[src/logic/asrt_pkg.sv]
package asrt_pkg;
    // word offsets on the register bus
    localparam logic [3:0] ASRT_ADR_DATA   = 4'h0;
    localparam logic [3:0] ASRT_ADR_STATUS = 4'h4;
    localparam logic [3:0] ASRT_ADR_CTRL   = 4'h8;

    // status word bit positions
    localparam int ASRT_ST_PARITY = 0;
    localparam int ASRT_ST_FRAME  = 1;
    localparam int ASRT_ST_OVER   = 2;
    localparam int ASRT_ST_READY  = 3;
    localparam int ASRT_ST_EMPTY  = 4;

    // 16x oversampling counts and the minimum data bits per character
    localparam logic [3:0] ASRT_MID_CNT = 4'h7;
    localparam logic [3:0] ASRT_BIT_CNT = 4'hf;
    localparam logic [3:0] ASRT_MIN_LEN = 4'h5;

    typedef struct packed {
        logic parity_off;
        logic two_stop;
        logic even_par;
        logic len_hi;
        logic len_lo;
    } asrt_ctrl_t;

    typedef struct packed {
        logic tx_empty;
        logic rx_ready;
        logic overrun;
        logic framing;
        logic parity;
    } asrt_stat_t;

    localparam asrt_ctrl_t ASRT_CTRL_RST = 5'h00;
    localparam logic [7:0] ASRT_DATA_RST = 8'h00;

    // data bits per character, 5 to 8
    function automatic logic [3:0] asrt_len(input asrt_ctrl_t c);
        asrt_len = ASRT_MIN_LEN + {2'h0, c.len_hi, c.len_lo};
    endfunction
endpackage

[src/logic/asrt_edge.sv]
`timescale 1ns/1ns
`default_nettype none
module asrt_edge
    import asrt_pkg::*;
#(
    parameter logic RST_LVL = 1'b1
) (
    input  wire logic sys_clk,
    input  wire logic sys_rst,
    input  wire logic clk_en,
    input  wire logic lvl,
    output logic      rise,
    output logic      fall
);
    logic prev_q;

    // previous level, frozen with the clock enable
    always_ff @(posedge sys_clk) begin
        if (sys_rst) begin
            prev_q <= RST_LVL;
        end else if (clk_en) begin
            prev_q <= lvl;
        end
    end

    assign rise = clk_en & lvl & ~prev_q;
    assign fall = clk_en & ~lvl & prev_q;
endmodule
`default_nettype wire

[src/logic/asrt_tx.sv]
`timescale 1ns/1ns
`default_nettype none
module asrt_tx
    import asrt_pkg::*;
(
    input  wire logic       sys_clk,
    input  wire logic       sys_rst,
    input  wire logic       clk_en,
    input  wire logic       tick,
    input  wire logic       load,
    input  wire logic [7:0] data,
    input  wire asrt_ctrl_t ctrl,
    output logic            serial,
    output logic            eoc,
    output logic            empty,
    output logic            busy
);
    logic [7:0]  hold_q;
    logic        full_q;
    logic [11:0] shift_q;
    logic [3:0]  rem_q;
    logic [3:0]  cnt_q;
    logic        busy_q;
    logic        ser_q;
    logic        eoc_q;

    // start, data lsb first, optional parity, stop ones fill the rest
    function automatic logic [11:0] frame(input logic [7:0] d,
                                          input asrt_ctrl_t c);
        logic [11:0] f;
        logic [3:0]  n;
        f = 12'hfff;
        n = asrt_len(c);
        f[0] = 1'b0;
        for (int i = 0; i < 8; i++) begin
            if (i < int'(n)) f[i+1] = d[i];
        end
        if (!c.parity_off) f[n+4'h1] = ^d[7:0] ^ ~c.even_par;
        return f;
    endfunction

    wire       start = ~busy_q & full_q;
    wire [3:0] nbits = asrt_len(ctrl) + 4'h2 + {3'h0, ~ctrl.parity_off}
                     + {3'h0, ctrl.two_stop};
    wire [7:0] hmask = 8'hff >> (4'h8 - asrt_len(ctrl));

    // holding register and frame shifter
    always_ff @(posedge sys_clk) begin
        if (sys_rst) begin
            hold_q  <= ASRT_DATA_RST;
            full_q  <= 1'b0;
            shift_q <= 12'hfff;
            rem_q   <= 4'h0;
            cnt_q   <= 4'h0;
            busy_q  <= 1'b0;
            ser_q   <= 1'b1;
            eoc_q   <= 1'b1;
        end else if (clk_en) begin
            if (load) begin
                hold_q <= data & hmask;
            end
            full_q <= load | (full_q & ~start);
            if (start) begin
                shift_q <= frame(hold_q, ctrl);
                rem_q   <= nbits;
                cnt_q   <= 4'h0;
                busy_q  <= 1'b1;
                ser_q   <= 1'b0;
                eoc_q   <= 1'b0;
            end else if (busy_q && tick) begin
                cnt_q <= cnt_q + 4'h1;
                if (cnt_q == ASRT_BIT_CNT) begin
                    shift_q <= {1'b1, shift_q[11:1]};
                    rem_q   <= rem_q - 4'h1;
                    ser_q   <= shift_q[1];
                    if (rem_q == 4'h1) begin
                        busy_q <= 1'b0;
                        ser_q  <= 1'b1;
                        eoc_q  <= 1'b1;
                    end
                end
            end
        end
    end

    assign serial = ser_q;
    assign eoc    = eoc_q;
    assign empty  = ~full_q;
    assign busy   = busy_q;
endmodule
`default_nettype wire

[src/logic/asrt_uart.sv]
// Chosen here: the Wishbone register port and the address map.
`timescale 1ns/1ns
`default_nettype none
module asrt_uart
    import asrt_pkg::*;
(
    input  wire logic        sys_clk,
    input  wire logic        sys_rst,
    input  wire logic        clk_en,
    input  wire logic        wb_cyc_i,
    input  wire logic        wb_stb_i,
    input  wire logic        wb_we_i,
    input  wire logic [3:0]  wb_adr_i,
    input  wire logic [3:0]  wb_sel_i,
    input  wire logic [31:0] wb_dat_i,
    output logic      [31:0] wb_dat_o,
    output logic             wb_ack_o,
    input  wire logic        ext_reset,
    input  wire logic        rx_clk16,
    input  wire logic        tx_clk16,
    input  wire logic        serial_in,
    output logic             serial_out,
    output logic             end_of_char,
    input  wire logic        rx_output_enable_n,
    output logic      [7:0]  rx_char_out_o,
    output logic             rx_char_out_oe_n,
    input  wire logic        status_output_enable_n,
    output logic      [4:0]  status_out_o,
    output logic             status_out_oe_n,
    output logic             parity_err_flag,
    output logic             framing_err_flag,
    output logic             overrun_flag,
    output logic             rx_ready_flag,
    output logic             tx_holding_empty,
    input  wire logic        clear_rx_ready_n,
    input  wire logic        tx_data_strobe,
    input  wire logic [7:0]  tx_char_in,
    input  wire logic        ctrl_strobe,
    input  wire logic        parity_off,
    input  wire logic        two_stop_sel,
    input  wire logic        char_len_sel_lo,
    input  wire logic        char_len_sel_hi,
    input  wire logic        even_parity_sel
);
    typedef enum logic [5:0] {
        ASRT_IDLE  = 6'h01,
        ASRT_START = 6'h02,
        ASRT_DATA  = 6'h04,
        ASRT_PAR   = 6'h08,
        ASRT_STOP1 = 6'h10,
        ASRT_STOP2 = 6'h20
    } asrt_rx_st_t;

    asrt_rx_st_t st_q;
    asrt_ctrl_t  ctrl_q;
    logic [3:0]  cnt_q;
    logic [2:0]  bit_q;
    logic [7:0]  sh_q;
    logic        par_q;
    logic        fe_q;
    logic [7:0]  hold_q;
    logic        pe_q;
    logic        fr_q;
    logic        or_q;
    logic        rdy_q;
    logic        ack_q;
    logic [31:0] dat_q;
    logic        xfer;
    logic        rx_tick;
    logic        tx_tick;
    logic        si_fall;
    logic        ds_rise;
    logic        tx_busy;
    logic        tx_empty;

    // external reset acts like the system reset on every register except the bus ack and read data
    wire rst = sys_rst | ext_reset;

    // register bus decode
    wire        req      = wb_cyc_i & wb_stb_i;
    wire        bus_wr   = clk_en & req & ack_q & wb_we_i & wb_sel_i[0];
    wire        bus_rd   = clk_en & req & ack_q & ~wb_we_i;
    wire        hit_data = wb_adr_i == ASRT_ADR_DATA;
    wire        hit_stat = wb_adr_i == ASRT_ADR_STATUS;
    wire        hit_ctrl = wb_adr_i == ASRT_ADR_CTRL;
    wire        wr_data  = bus_wr & hit_data;
    wire        wr_ctrl  = bus_wr & hit_ctrl;
    wire        rd_data  = bus_rd & hit_data;
    asrt_stat_t stat;
    assign stat = '{tx_empty, rdy_q, or_q, fr_q, pe_q};

    // read mux; unmapped offsets read as zero
    wire [31:0] rd_mux = hit_data ? {24'h0, hold_q}
                       : hit_stat ? {27'h0, stat}
                       : hit_ctrl ? {27'h0, ctrl_q}
                       : 32'h0;

    // pin control inputs plus a bus write path into the same register
    asrt_ctrl_t ctrl_pins;
    assign ctrl_pins = '{parity_off, two_stop_sel, even_parity_sel,
                         char_len_sel_hi, char_len_sel_lo};

    // edge detectors: the 16x clocks are sampled, falls give bit ticks
    asrt_edge #(.RST_LVL(1'b0)) u_rxclk (
        .sys_clk (sys_clk),
        .sys_rst (rst),
        .clk_en  (clk_en),
        .lvl     (rx_clk16),
        .rise    (),
        .fall    (rx_tick)
    );
    asrt_edge #(.RST_LVL(1'b0)) u_txclk (
        .sys_clk (sys_clk),
        .sys_rst (rst),
        .clk_en  (clk_en),
        .lvl     (tx_clk16),
        .rise    (),
        .fall    (tx_tick)
    );
    asrt_edge #(.RST_LVL(1'b1)) u_si (
        .sys_clk (sys_clk),
        .sys_rst (rst),
        .clk_en  (clk_en),
        .lvl     (serial_in),
        .rise    (),
        .fall    (si_fall)
    );
    asrt_edge #(.RST_LVL(1'b0)) u_ds (
        .sys_clk (sys_clk),
        .sys_rst (rst),
        .clk_en  (clk_en),
        .lvl     (tx_data_strobe),
        .rise    (ds_rise),
        .fall    ()
    );

    // transmitter; a bus write to the data word acts as a strobe
    asrt_tx u_tx (
        .sys_clk (sys_clk),
        .sys_rst (rst),
        .clk_en  (clk_en),
        .tick    (tx_tick),
        .load    (ds_rise | wr_data),
        .data    (wr_data ? wb_dat_i[7:0] : tx_char_in),
        .ctrl    (ctrl_q),
        .serial  (serial_out),
        .eoc     (end_of_char),
        .empty   (tx_empty),
        .busy    (tx_busy)
    );

    // wishbone: ack one cycle after the request, dropped the next
    always_ff @(posedge sys_clk) begin
        if (sys_rst) begin
            ack_q <= 1'b0;
            dat_q <= 32'h0;
        end else if (clk_en) begin
            ack_q <= req & ~ack_q;
            dat_q <= rd_mux;
        end
    end

    // control holding register; the strobe may be tied high
    always_ff @(posedge sys_clk) begin
        if (rst) begin
            ctrl_q <= ASRT_CTRL_RST;
        end else if (clk_en) begin
            if (ctrl_strobe) begin
                ctrl_q <= ctrl_pins;
            end else if (wr_ctrl) begin
                ctrl_q <= wb_dat_i[4:0];
            end
        end
    end

    wire [3:0] len      = asrt_len(ctrl_q);
    wire       mid      = rx_tick & (cnt_q == ASRT_MID_CNT);
    wire       cell_end = rx_tick & (cnt_q == ASRT_BIT_CNT);
    wire       last_bit = {1'b0, bit_q} == len - 4'h1;
    // hold window ends at the falling edge of the 16x clock, so a start
    // edge seen while the clock is high waits for that edge to count
    wire       stop_ok  = serial_in;

    // receive state machine, counting 16x falls from the start edge
    always_ff @(posedge sys_clk) begin
        if (rst) begin
            st_q  <= ASRT_IDLE;
            cnt_q <= 4'h0;
            bit_q <= 3'h0;
            sh_q  <= 8'h00;
            par_q <= 1'b0;
            fe_q  <= 1'b0;
        end else if (clk_en) begin
            if (rx_tick) begin
                cnt_q <= cnt_q + 4'h1;
            end
            case (st_q)
                ASRT_IDLE: begin
                    if (si_fall) begin
                        st_q  <= ASRT_START;
                        cnt_q <= 4'h0;
                        sh_q  <= 8'h00;
                        bit_q <= 3'h0;
                        fe_q  <= 1'b0;
                    end
                end
                ASRT_START: begin
                    if (mid) begin
                        cnt_q <= 4'h0;
                        st_q  <= serial_in ? ASRT_IDLE : ASRT_DATA;
                    end
                end
                ASRT_DATA: begin
                    if (cell_end) begin
                        sh_q[bit_q] <= serial_in;
                        bit_q <= bit_q + 3'h1;
                        if (last_bit) begin
                            st_q <= ctrl_q.parity_off ? ASRT_STOP1
                                                      : ASRT_PAR;
                        end
                    end
                end
                ASRT_PAR: begin
                    if (cell_end) begin
                        par_q <= serial_in;
                        st_q  <= ASRT_STOP1;
                    end
                end
                ASRT_STOP1: begin
                    if (cell_end) begin
                        fe_q <= ~stop_ok;
                        st_q <= ctrl_q.two_stop ? ASRT_STOP2
                                                : ASRT_IDLE;
                    end
                end
                ASRT_STOP2: begin
                    if (cell_end) begin
                        fe_q <= fe_q | ~stop_ok;
                        st_q <= ASRT_IDLE;
                    end
                end
                default: st_q <= ASRT_IDLE;
            endcase
        end
    end

    // character complete at the end of its last stop cell
    assign xfer = clk_en & cell_end
                & ((st_q == ASRT_STOP1 & ~ctrl_q.two_stop)
                 | st_q == ASRT_STOP2);
    wire fe_now  = fe_q & (st_q == ASRT_STOP2) | ~stop_ok;
    wire pe_now  = ~ctrl_q.parity_off
                 & ~(^sh_q ^ par_q ^ ctrl_q.even_par);
    wire clr_rdy = clk_en & (~clear_rx_ready_n | rd_data);

    // holding registers; a new character wins over a same-cycle clear
    always_ff @(posedge sys_clk) begin
        if (rst) begin
            hold_q <= ASRT_DATA_RST;
            pe_q   <= 1'b0;
            fr_q   <= 1'b0;
            or_q   <= 1'b0;
            rdy_q  <= 1'b0;
        end else if (xfer) begin
            hold_q <= sh_q;
            pe_q   <= pe_now;
            fr_q   <= fe_now;
            or_q   <= rdy_q;
            rdy_q  <= 1'b1;
        end else if (clr_rdy) begin
            rdy_q  <= 1'b0;
        end
    end

    // pin-side outputs; drivers enabled while the enables are low
    assign rx_char_out_o    = hold_q;
    assign rx_char_out_oe_n = rx_output_enable_n;
    assign status_out_o     = stat;
    assign status_out_oe_n  = status_output_enable_n;
    assign parity_err_flag  = pe_q;
    assign framing_err_flag = fr_q;
    assign overrun_flag     = or_q;
    assign rx_ready_flag    = rdy_q;
    assign tx_holding_empty = tx_empty;
    assign wb_dat_o         = dat_q;
    assign wb_ack_o         = ack_q;
endmodule
`default_nettype wire

[config.mk]
export PLATFORM = sky130hd
export DESIGN_NAME = asrt_uart
export DESIGN_NICKNAME = d
export VERILOG_FILES = /design/src/logic/asrt_pkg.sv /design/src/logic/asrt_edge.sv /design/src/logic/asrt_tx.sv /design/src/logic/asrt_uart.sv
export SDC_FILE = /design/constraint.sdc
export NUM_CORES = 1
export LEC_CHECK = 0
export BUFFER_PORTS_ARGS = -buffer_cell sky130_fd_sc_hd__buf_4
export CORE_MARGIN = 8
export CORE_UTILIZATION = 33
export DETAILED_ROUTE_END_ITERATION = 12
export SYNTH_ARGS = -nofsm -noshare
export SYNTH_HDL_FRONTEND = slang
export SYNTH_SLANG_ARGS = --single-unit
[constraint.sdc]
create_clock -name sys_clk -period 3.2 [get_ports sys_clk]
set_input_delay 0.32 -clock sys_clk [delete_from_list [all_inputs] [get_ports sys_clk]]
set_output_delay 0.32 -clock sys_clk [all_outputs]
set_load 0.05 [all_outputs]
## Yosys cells after proc, flatten, opt, wreduce, memory -nomap -nowiden

Cells that the tools add are included.

| word-level totals | value |
|---|---|
| register bits after elaboration | 109 |
| latch bits | 0 |
| bits in writable memories | 0 |
| ROM bits | 0 |
| input port bits | 68 |
| output and inout port bits | 55 |
| memories kept | 0 |

| cells by class | value |
|---|---|
| $add $sub $neg | 11 |
| $mul | 0 |
| divide/modulo/power cells | 0 |
| order comparisons | 12 |
| eq/ne operators | 20 |
| shift-type cells | 1 |
| multiplexer cells | 92 |
| bitwise logic cells | 53 |
| reduce and logical (&&, ||, !) cells | 22 |

Operator list:

| kind | number |
|---|---|
| $mux W1 | 51 |
| $mux W12 | 4 |
| $mux W6 | 8 |
| $pmux W6 S6 | 1 |
| $mux W4 | 8 |
| $mux W8 | 4 |
| $and A1 B1 Y1 | 28 |
| $mux W5 | 5 |
| $lt A3 B4 Y1 const A | 4 |
| $pmux W8 S2 | 1 |
| $reduce_xor A8 Y1 | 2 |
| $ne A2 B2 Y1 const B | 7 |
| $not A1 Y1 | 14 |
| $add A4 B1 Y4 const B | 3 |
| $bwmux W12 | 1 |
| $eq A4 B4 Y1 const B | 3 |
| $reduce_bool A2 Y1 | 6 |
| $mux W3 | 3 |
| $add A4 B1 Y4 | 2 |
| $and A8 B8 Y8 | 1 |
| $bwmux W8 | 1 |
| $eq A4 B3 Y1 const B | 2 |
| $lt A1 B4 Y1 const A | 2 |
| $lt A2 B4 Y1 const A | 2 |
| other kinds (33) | 48 |

## Longest topological paths before layout

Gate-level depths: netlist of run 1.

| depth | value |
|---|---|
| word-level depth | 9 |
| gate-level depth with buffers | 9 |
| mapped depth without buffers | 9 |

## Modules after synthesis

From an unflattened synthesis of run 1, not the netlist that was laid out.

| second synthesis, totals | value |
|---|---|
| cells, all modules | 608 |
| area, all modules | 5034.8 µm² |

Modules (own cells, without submodules):

| module | times used | cells an instance | area each (µm²) |
|---|---|---|---|
| asrt_uart | 1 | 359 | 3021.6 |
| asrt_tx | 1 | 225 | 1804.2 |
| asrt_edge (u_ds ...) | 3 | 6 | 52.6 |
| asrt_edge (u_si) | 1 | 6 | 51.3 |

## Least setup slack after synthesis of run 1

OpenSTA, ideal clock, no wires.

| timing | value |
|---|---|
| path kind | flip-flop to flip-flop |
| start | reg ctrl_q[0] (netlist name) |
| end | reg st_q[5] |
| arrival time | 2.116 ns |
| data required time | 3.129 ns |
| path slack | 1.013 ns |
| cell stages (with the launch flop) | 10 |
| period minus slack after synthesis | 2.187 ns |
| path through | dfxtp_1 > inv_1 > ha_1 > inv_1 > ha_1 > xor2_1 > nand3_1 > o21a_1 > or4b_1 > a21oi_1 |

| between the ends | value |
|---|---|
| word-level cells in the longest chain between the ends | 5 |

Ends and longest elaborated chain:

| item | line | source |
|---|---|---|
| start: declaration | asrt_uart.sv:55 | `asrt_ctrl_t ctrl_q;` |
| start signal: assignment | asrt_uart.sv:169 | `ctrl_q <= ctrl_pins;` |
| start signal: assignment | asrt_uart.sv:171 | `ctrl_q <= wb_dat_i[4:0];` |
| $add A3 B2 Y4 | asrt_pkg.sv:40 | `asrt_len = ASRT_MIN_LEN + {2'h0, c.len_hi, c.len_lo};` |
| $sub A4 B1 Y4 | asrt_uart.sv:179 | `wire last_bit = {1'b0, bit_q} == len - 4'h1;` |
| $eq A3 B4 Y1 | asrt_uart.sv:179 |  |
| $ne A2 B2 Y1 (no line) | -- |  |
| $reduce_and A8 Y1 (no line) | -- |  |
| end signal: assignment | asrt_uart.sv:210 | `st_q <= serial_in ? ASRT_IDLE : ASRT_DATA;` |
| end signal: assignment | asrt_uart.sv:218 | `st_q <= ctrl_q.parity_off ? ASRT_STOP1` |
| end signal: assignment | asrt_uart.sv:232 | `st_q <= ctrl_q.two_stop ? ASRT_STOP2` |
| end: declaration | asrt_uart.sv:54 | `asrt_rx_st_t st_q;` |

Every way passes these cells.
A chain may end at the register's enable or synchronous reset.

## Worst setup path in the final report of run 1

Ends and elaborated chain as after synthesis.

==> summary.txt, run 1 <==
status - completed
WP depth - 9
CP arrival - 2.64 ns
Max stage delay on crit path - 0.53 ns
Worst-Margin Slew - 0.969 ns
peak supply drop - 0.244 mV
Critical-path top delay cell - or4b_1
Synth Register Bits - 84
nets - 724
metal3 WL - 703 um
die area - 0.0189 mm^2
worst-path maximum fanout - 6
Final HPWL DP - 9.64 mm
top routing layer used - met4
final setup violation count - 0
clk buf depth - 2
Fin. Hold Viols - 0
pwr dens - 434 mW/mm^2
DRC viols - 0
# Post-CTS Setup Buffers - 0
first-pass GRT wire length - 20.6 mm
pins over their slew limit - 0
wire length on met1 - 5.44 mm
Tcrit/Tclk final - 0.740
Root Driver - clkbuf_16
floorplan core area - 0.0145 mm^2
GPL Wtd Cong - 0.810
vias per inst - 5.16
number of flops mapped to enable cells by yosys - 0
Buf/Inv on CP - 2
Initial Utilization - 0.336
all-layer global routing usage - 0.136
1st-iter DRT viols - 262
FF-to-FF setup slack - 0.83 ns
total iterations of the first detailed-routing run - 5
hold buffers post-CTS - 0
Layout area overhead - 16.9%
Synth Cell Area - 0.00487 mm^2
Startpoint Class - register
critical path cell sequence - inv_1, ha_1, inv_1, ha_1, xor2_1, nand3_1, o21a_1, or4b_1, a21oi_1
Routed WL - 12.9 mm
Worst setup EP type - register
H-tree depth - 3
placed cell count - 812
area leader, netlist - dfxtp_1
Yosys top cell area share - 0.346
CP Launch Point - ctrl_q[0]
Post-Syn Instances - 595
final antenna-violating net count - 0
CP top delay family - simple AND/OR/NAND/NOR gates
RSZ-0062 raised after global routing - false
# IOs - 123
CTS sink cnt - 84
count leader, synth - dfxtp_1
sequential cell area fraction in the yosys report - 0.346
worst rel slew slack - 0.354
post-synthesis cell type count - 64
ys flop type - dfxtp_1
Critical Path RT - 3.48 ns
clock-pin slew on the worst setup and hold paths - 0.06 ns
CTS resizes - 0
Finished Layout Cells - 828
Syn. warnings - 0
largest net degree at the start of global routing - 30
hold crit path type - primary input to register
Site Rows - 44
Critical Path End - st_q[5]
P_leak - 0.00222 uW
critical path class - register to register
number of global-route vias before repair - 4,148
Die Span X - 137 um
Worst Skew - 0.00368 ns
total grt overflow - 0
port bufs - 67
TritonCTS Buffers - 9
total negative slack - 0 ns
R2R Path End - st_q[5]
DR WL met2 - 6.62 mm
share of cells above drive strength 1 - 0.169
worst-case reg-to-reg path depth - 9
wire length per cell - 15.6 um
syn_area_per_cell - 8.18 um^2
initial antenna violation count - 0
Chip Height - 137 um
fin crit period - 2.37 ns
largest cells by area after synthesis - dfxtp_1 35%, nand2_1 5.2%, buf_4 4.8%
commonest cells in the synthesized netlist - 84 x dfxtp_1, 67 x nand2_1, 47 x nor2_1
FMAX - 423 MHz
ANT cells - 0
Vias - 4,274
CTS tree - built
Skew-Pair Late Insertion Delay - 0.34 ns
Async S/R FF share, synth - 0
max-cap violations - 0
FF-to-FF Start - ctrl_q[0]
==> worst reg2reg max path, delay by kind of cell (launching register included) <==
kind | cells | cell delay, ns
AND/OR/NAND/NOR | 2 | 0.65
XOR/XNOR | 1 | 0.17
adder cells (fa/ha/maj) | 2 | 0.45
flip-flops | 1 | 0.39
buffers and inverters | 2 | 0.25
AO/OA/AOI/OAI | 2 | 0.40
==> where the power goes <==
part	leakage [uW]	total (uW)	switching [uW]	internal, uW
sequential	0.000679	1070	14.6	1060
clock	0.000149	1120	436	684
combinational	0.00140	277	186	90.9
==> layer usage <==
| layer | GRT usage | vias up |
|---|---|---|
| met1 | 0.166 | 2026 |
| met2 | 0.232 | 92 |
| met5 | 0 | - |
| li1 | - | 2143 |
| met4 | 0.0453 | 0 |
| met3 | 0.0306 | 13 |
==> cells in the final DEF, fill, tap and decap left out, types with 6 or more instances in the layout <==
master     instances
xnor2_1           16
clkbuf_16          9
conb_1            24
inv_1             16
nand2_1           67
o21ai_0           33
nor2b_1           12
o211ai_1           6
dfxtp_1           84
buf_4             76
mux2_2             7
a21oi_1           43
a21o_1             6
mux2i_1           20
nand4_1           15
xor2_1            10
nor4_1             6
nor2_1            47
nor3_1            15
a211oi_1           8
ha_1              16
nand3_1           24
a22oi_1           12
==> area by class of cell <==
type | count | area, um^2
clock buffer | 10 | 229
clock inverter | 6 | 88.8
multi-input combinational | 452 | 2830
sequential | 84 | 1680
tap | 184 | 230
fill | 1466 | 8790
timing repair buffer | 76 | 571
inverter | 16 | 60.1
==> worst min-delay path by stage <==
| stage | startpoint | cells past startpoint | endpoint |
|---|---|---|---|
| floorplan | u_tx.shift_q[1] | 2 | u_tx.shift_q[1] |
| global placement | u_tx.shift_q[10] | 2 | u_tx.shift_q[10] |
| detailed placement | wb_dat_o[7] | 2 | wb_dat_o[7] |
| CTS | tx_data_strobe | 3 | u_ds.prev_q |
| global route | tx_clk16 | 3 | u_txclk.prev_q |
| finish | tx_clk16 | 3 | u_txclk.prev_q |
==> flip-flops by register name, summed over array words and instances (netlist names), 3 cells and up <==
signal	flops
bit_q	3
cnt_q	4
ctrl_q	5
rx_char_out_o	8
sh_q	8
st_q	6
u_tx.cnt_q	4
u_tx.hold_q	8
u_tx.rem_q	4
u_tx.shift_q	11
wb_dat_o	8
==> per-stage QoR <==
| step | hold slack [ns] | util | power (uW) | area (um^2) | setup WS, ns |
|---|---|---|---|---|---|
| final | 0.222 | 0.393 | 2470 | 5690 | 0.833 |
| after global routing | 0.228 | 0.393 | 2570 | 5690 | 0.695 |
| after CTS | 0.217 | 0.393 | 2500 | 5690 | 0.840 |
| after detailed placement | 0.461 | 0.371 | 1370 | 5370 | 0.852 |
| after global placement | 0.454 | 0.371 | 1360 | 5370 | 0.913 |
| after floorplan | 0.439 | - | 1320 | 4950 | 1.01 |
==> cells by family after synthesis <==
family	synth area share
AND/OR/NAND/NOR	0.226
multiplexers	0.0573
adder cells (fa/ha/maj)	0.0452
other	0.000770
AO/OA/AOI/OAI	0.177
XOR/XNOR	0.0560
flip-flops	0.346
buffers and inverters	0.0913
Power figures use the tool's default switching activity.
==> run 2, diff against run 1 <==
- clock period: 3.2 -> 2.03 ns (I/O delays scaled with it)
==> run 2 against run 1 <==
First-iteration DRC count is 20% higher; critical endpoint unchanged; clock power increased by 43%; die area is the same; global-route usage grew 0.33 points; cell count is 3.6% higher; largest power group is now sequential cells; power grew 53%; critical path type unchanged.
==> summary.txt, run 2 (same netlist as run 1, synthesis figures left out) <==
CP Launch Point - cnt_q[1]
ANT cells - 0
first-pass GRT wire length - 21.3 mm
critical path class - register to register
Layout area overhead - 23.3%
H-tree depth - 3
nets - 754
global routing usage on met2 - 0.243
# IOs - 123
R2R Path End - st_q[5]
worst-case reg-to-reg path depth - 6
status - completed
Largest register FFs - 11
CP arrival - 2.28 ns
Post-Route Utilization - 0.415
Skew-Pair Late Insertion Delay - 0.34 ns
most frequent cells in the layout - 105 x buf_4, 79 x dfxtp_1, 67 x nand2_1, 47 x nor2_1, 41 x a21oi_1
peak supply drop - 0.368 mV
FF-to-FF Start - cnt_q[1]
FMAX - 499 MHz
Worst setup EP type - register
all-layer global routing usage - 0.140
clock-pin slew on the worst setup and hold paths - 0.07 ns
1st-iter DRT viols - 315
TritonCTS Buffers - 9
Site Rows - 44
final worst slack - 0.0241 ns
share of cells above drive strength 1 - 0.239
worst-path maximum fanout - 6
CTS tree - built
Tcrit/Tclk final - 0.988
# Post-CTS Setup Buffers - 0
GR peak layer - met2
Die Span X - 137 um
routing usage on met1 - 0.172
max-cap violations - 0
number of global-route vias before repair - 4,381
pwr dens - 627 mW/mm^2
Worst Skew - 0.00844 ns
port bufs - 67
clk buf depth - 2
largest net degree at the start of global routing - 43
DRC viols - 0
met3 Use GR - 0.0259
largest register by flop count - u_tx.shift_q
Critical Path End - st_q[5]
RSZ-0062 raised after global routing - true
Startpoint Class - register
initial antenna violation count - 0
Root Driver - clkbuf_16
total grt overflow - 0
most common cell after layout, fill and taps aside - buf_4
Fin. Hold Viols - 0
CTS sink cnt - 84
worst rel slew slack - 0.563
vias per inst - 5.14
Critical Path RT - 2.31 ns
Chip Height - 137 um
final antenna-violating net count - 0
final setup violation count - 0
total iterations of the first detailed-routing run - 4
P_leak - 0.00238 uW
floorplan core area - 0.0145 mm^2
wire length per cell - 15.3 um
GPL Wtd Cong - 0.849
Worst-Margin Slew - 0.650 ns
Vias - 4,406
fin crit period - 2.01 ns
Setup WS pre-CTS - -0.0415 ns
Final HPWL DP - 10.2 mm
Initial Utilization - 0.336
hold crit path type - primary input to register
Hold Slack - 0.107 ns
pins over their slew limit - 0
FF-to-FF setup slack - 0.02 ns
die area - 0.0189 mm^2
Routed WL - 13.1 mm
==> run 2: final cells by class <==
| cell class | count | area, um^2 |
|---|---|---|
| repair buffers | 106 | 808 |
| flip-flops and latches | 84 | 1690 |
| multi-input cells | 452 | 2920 |
| inverters | 16 | 62.6 |
| clock inverters | 7 | 65.1 |
| fillers | 1485 | 8480 |
| clock buffers | 9 | 225 |
| well taps | 184 | 230 |
==> run 2: timing repair <==
item                       4_1_cts  5_1_grt
hold buffers                     0        0
pin swaps                        3        7
setup endpoints to repair        2       21
resized for setup                2       23
gates cloned                     0        0
==> run 2: per-stage QoR <==
step / setup TNS (ns) / area [um^2] / total power [uW] / instances
final: 0 / 6000 / 3760 / 858
after global routing: -0.109 / 6000 / 3920 / 858
after CTS: 0 / 5900 / 3800 / 858
after detailed placement: -0.0415 / 5610 / 2180 / 842
after global placement: -0.00952 / 5610 / 2180 / 842
after floorplan: -0.0461 / 4960 / 2080 / 618
==> run 2: worst min path at each step <==
stage / end / startpoint / cells past startpoint / slack [ns]
after floorplan: u_txclk.prev_q / tx_clk16 / 2 / 0.35
after global placement: rx_char_out_oe_n / rx_output_enable_n / 0 / 0.41
after detailed placement: rx_char_out_oe_n / rx_output_enable_n / 0 / 0.41
after CTS: u_ds.prev_q / tx_data_strobe / 3 / 0.1
after global routing: u_rxclk.prev_q / rx_clk16 / 3 / 0.11
final: u_rxclk.prev_q / rx_clk16 / 3 / 0.11
==> run 2: worst max-delay path, cell delays in order (launching register included) <==
cell and delay [ns]:
dfxtp_1 0.35, ha_1 0.20, nand3_1 0.10, or2_0 0.33, o21a_2 0.29, or4b_4 0.54, a21oi_2 0.14
==> run 2: per-layer routing <==
layer  wire length [um]  vias up  share of wire
li1                   -     2205              -
met1               5630     2106           0.43
met2               6750       87           0.51
met3                619        8          0.047
met4                131        0          0.010
met5                  0        -              0
==> run 2: power by group <==
group          switching [uW]  internal, uW  total [uW]
Sequential               16.9          1660        1680
Clock                     745           860        1600
Combinational             311           169         480
Total                    1070          2690        3760
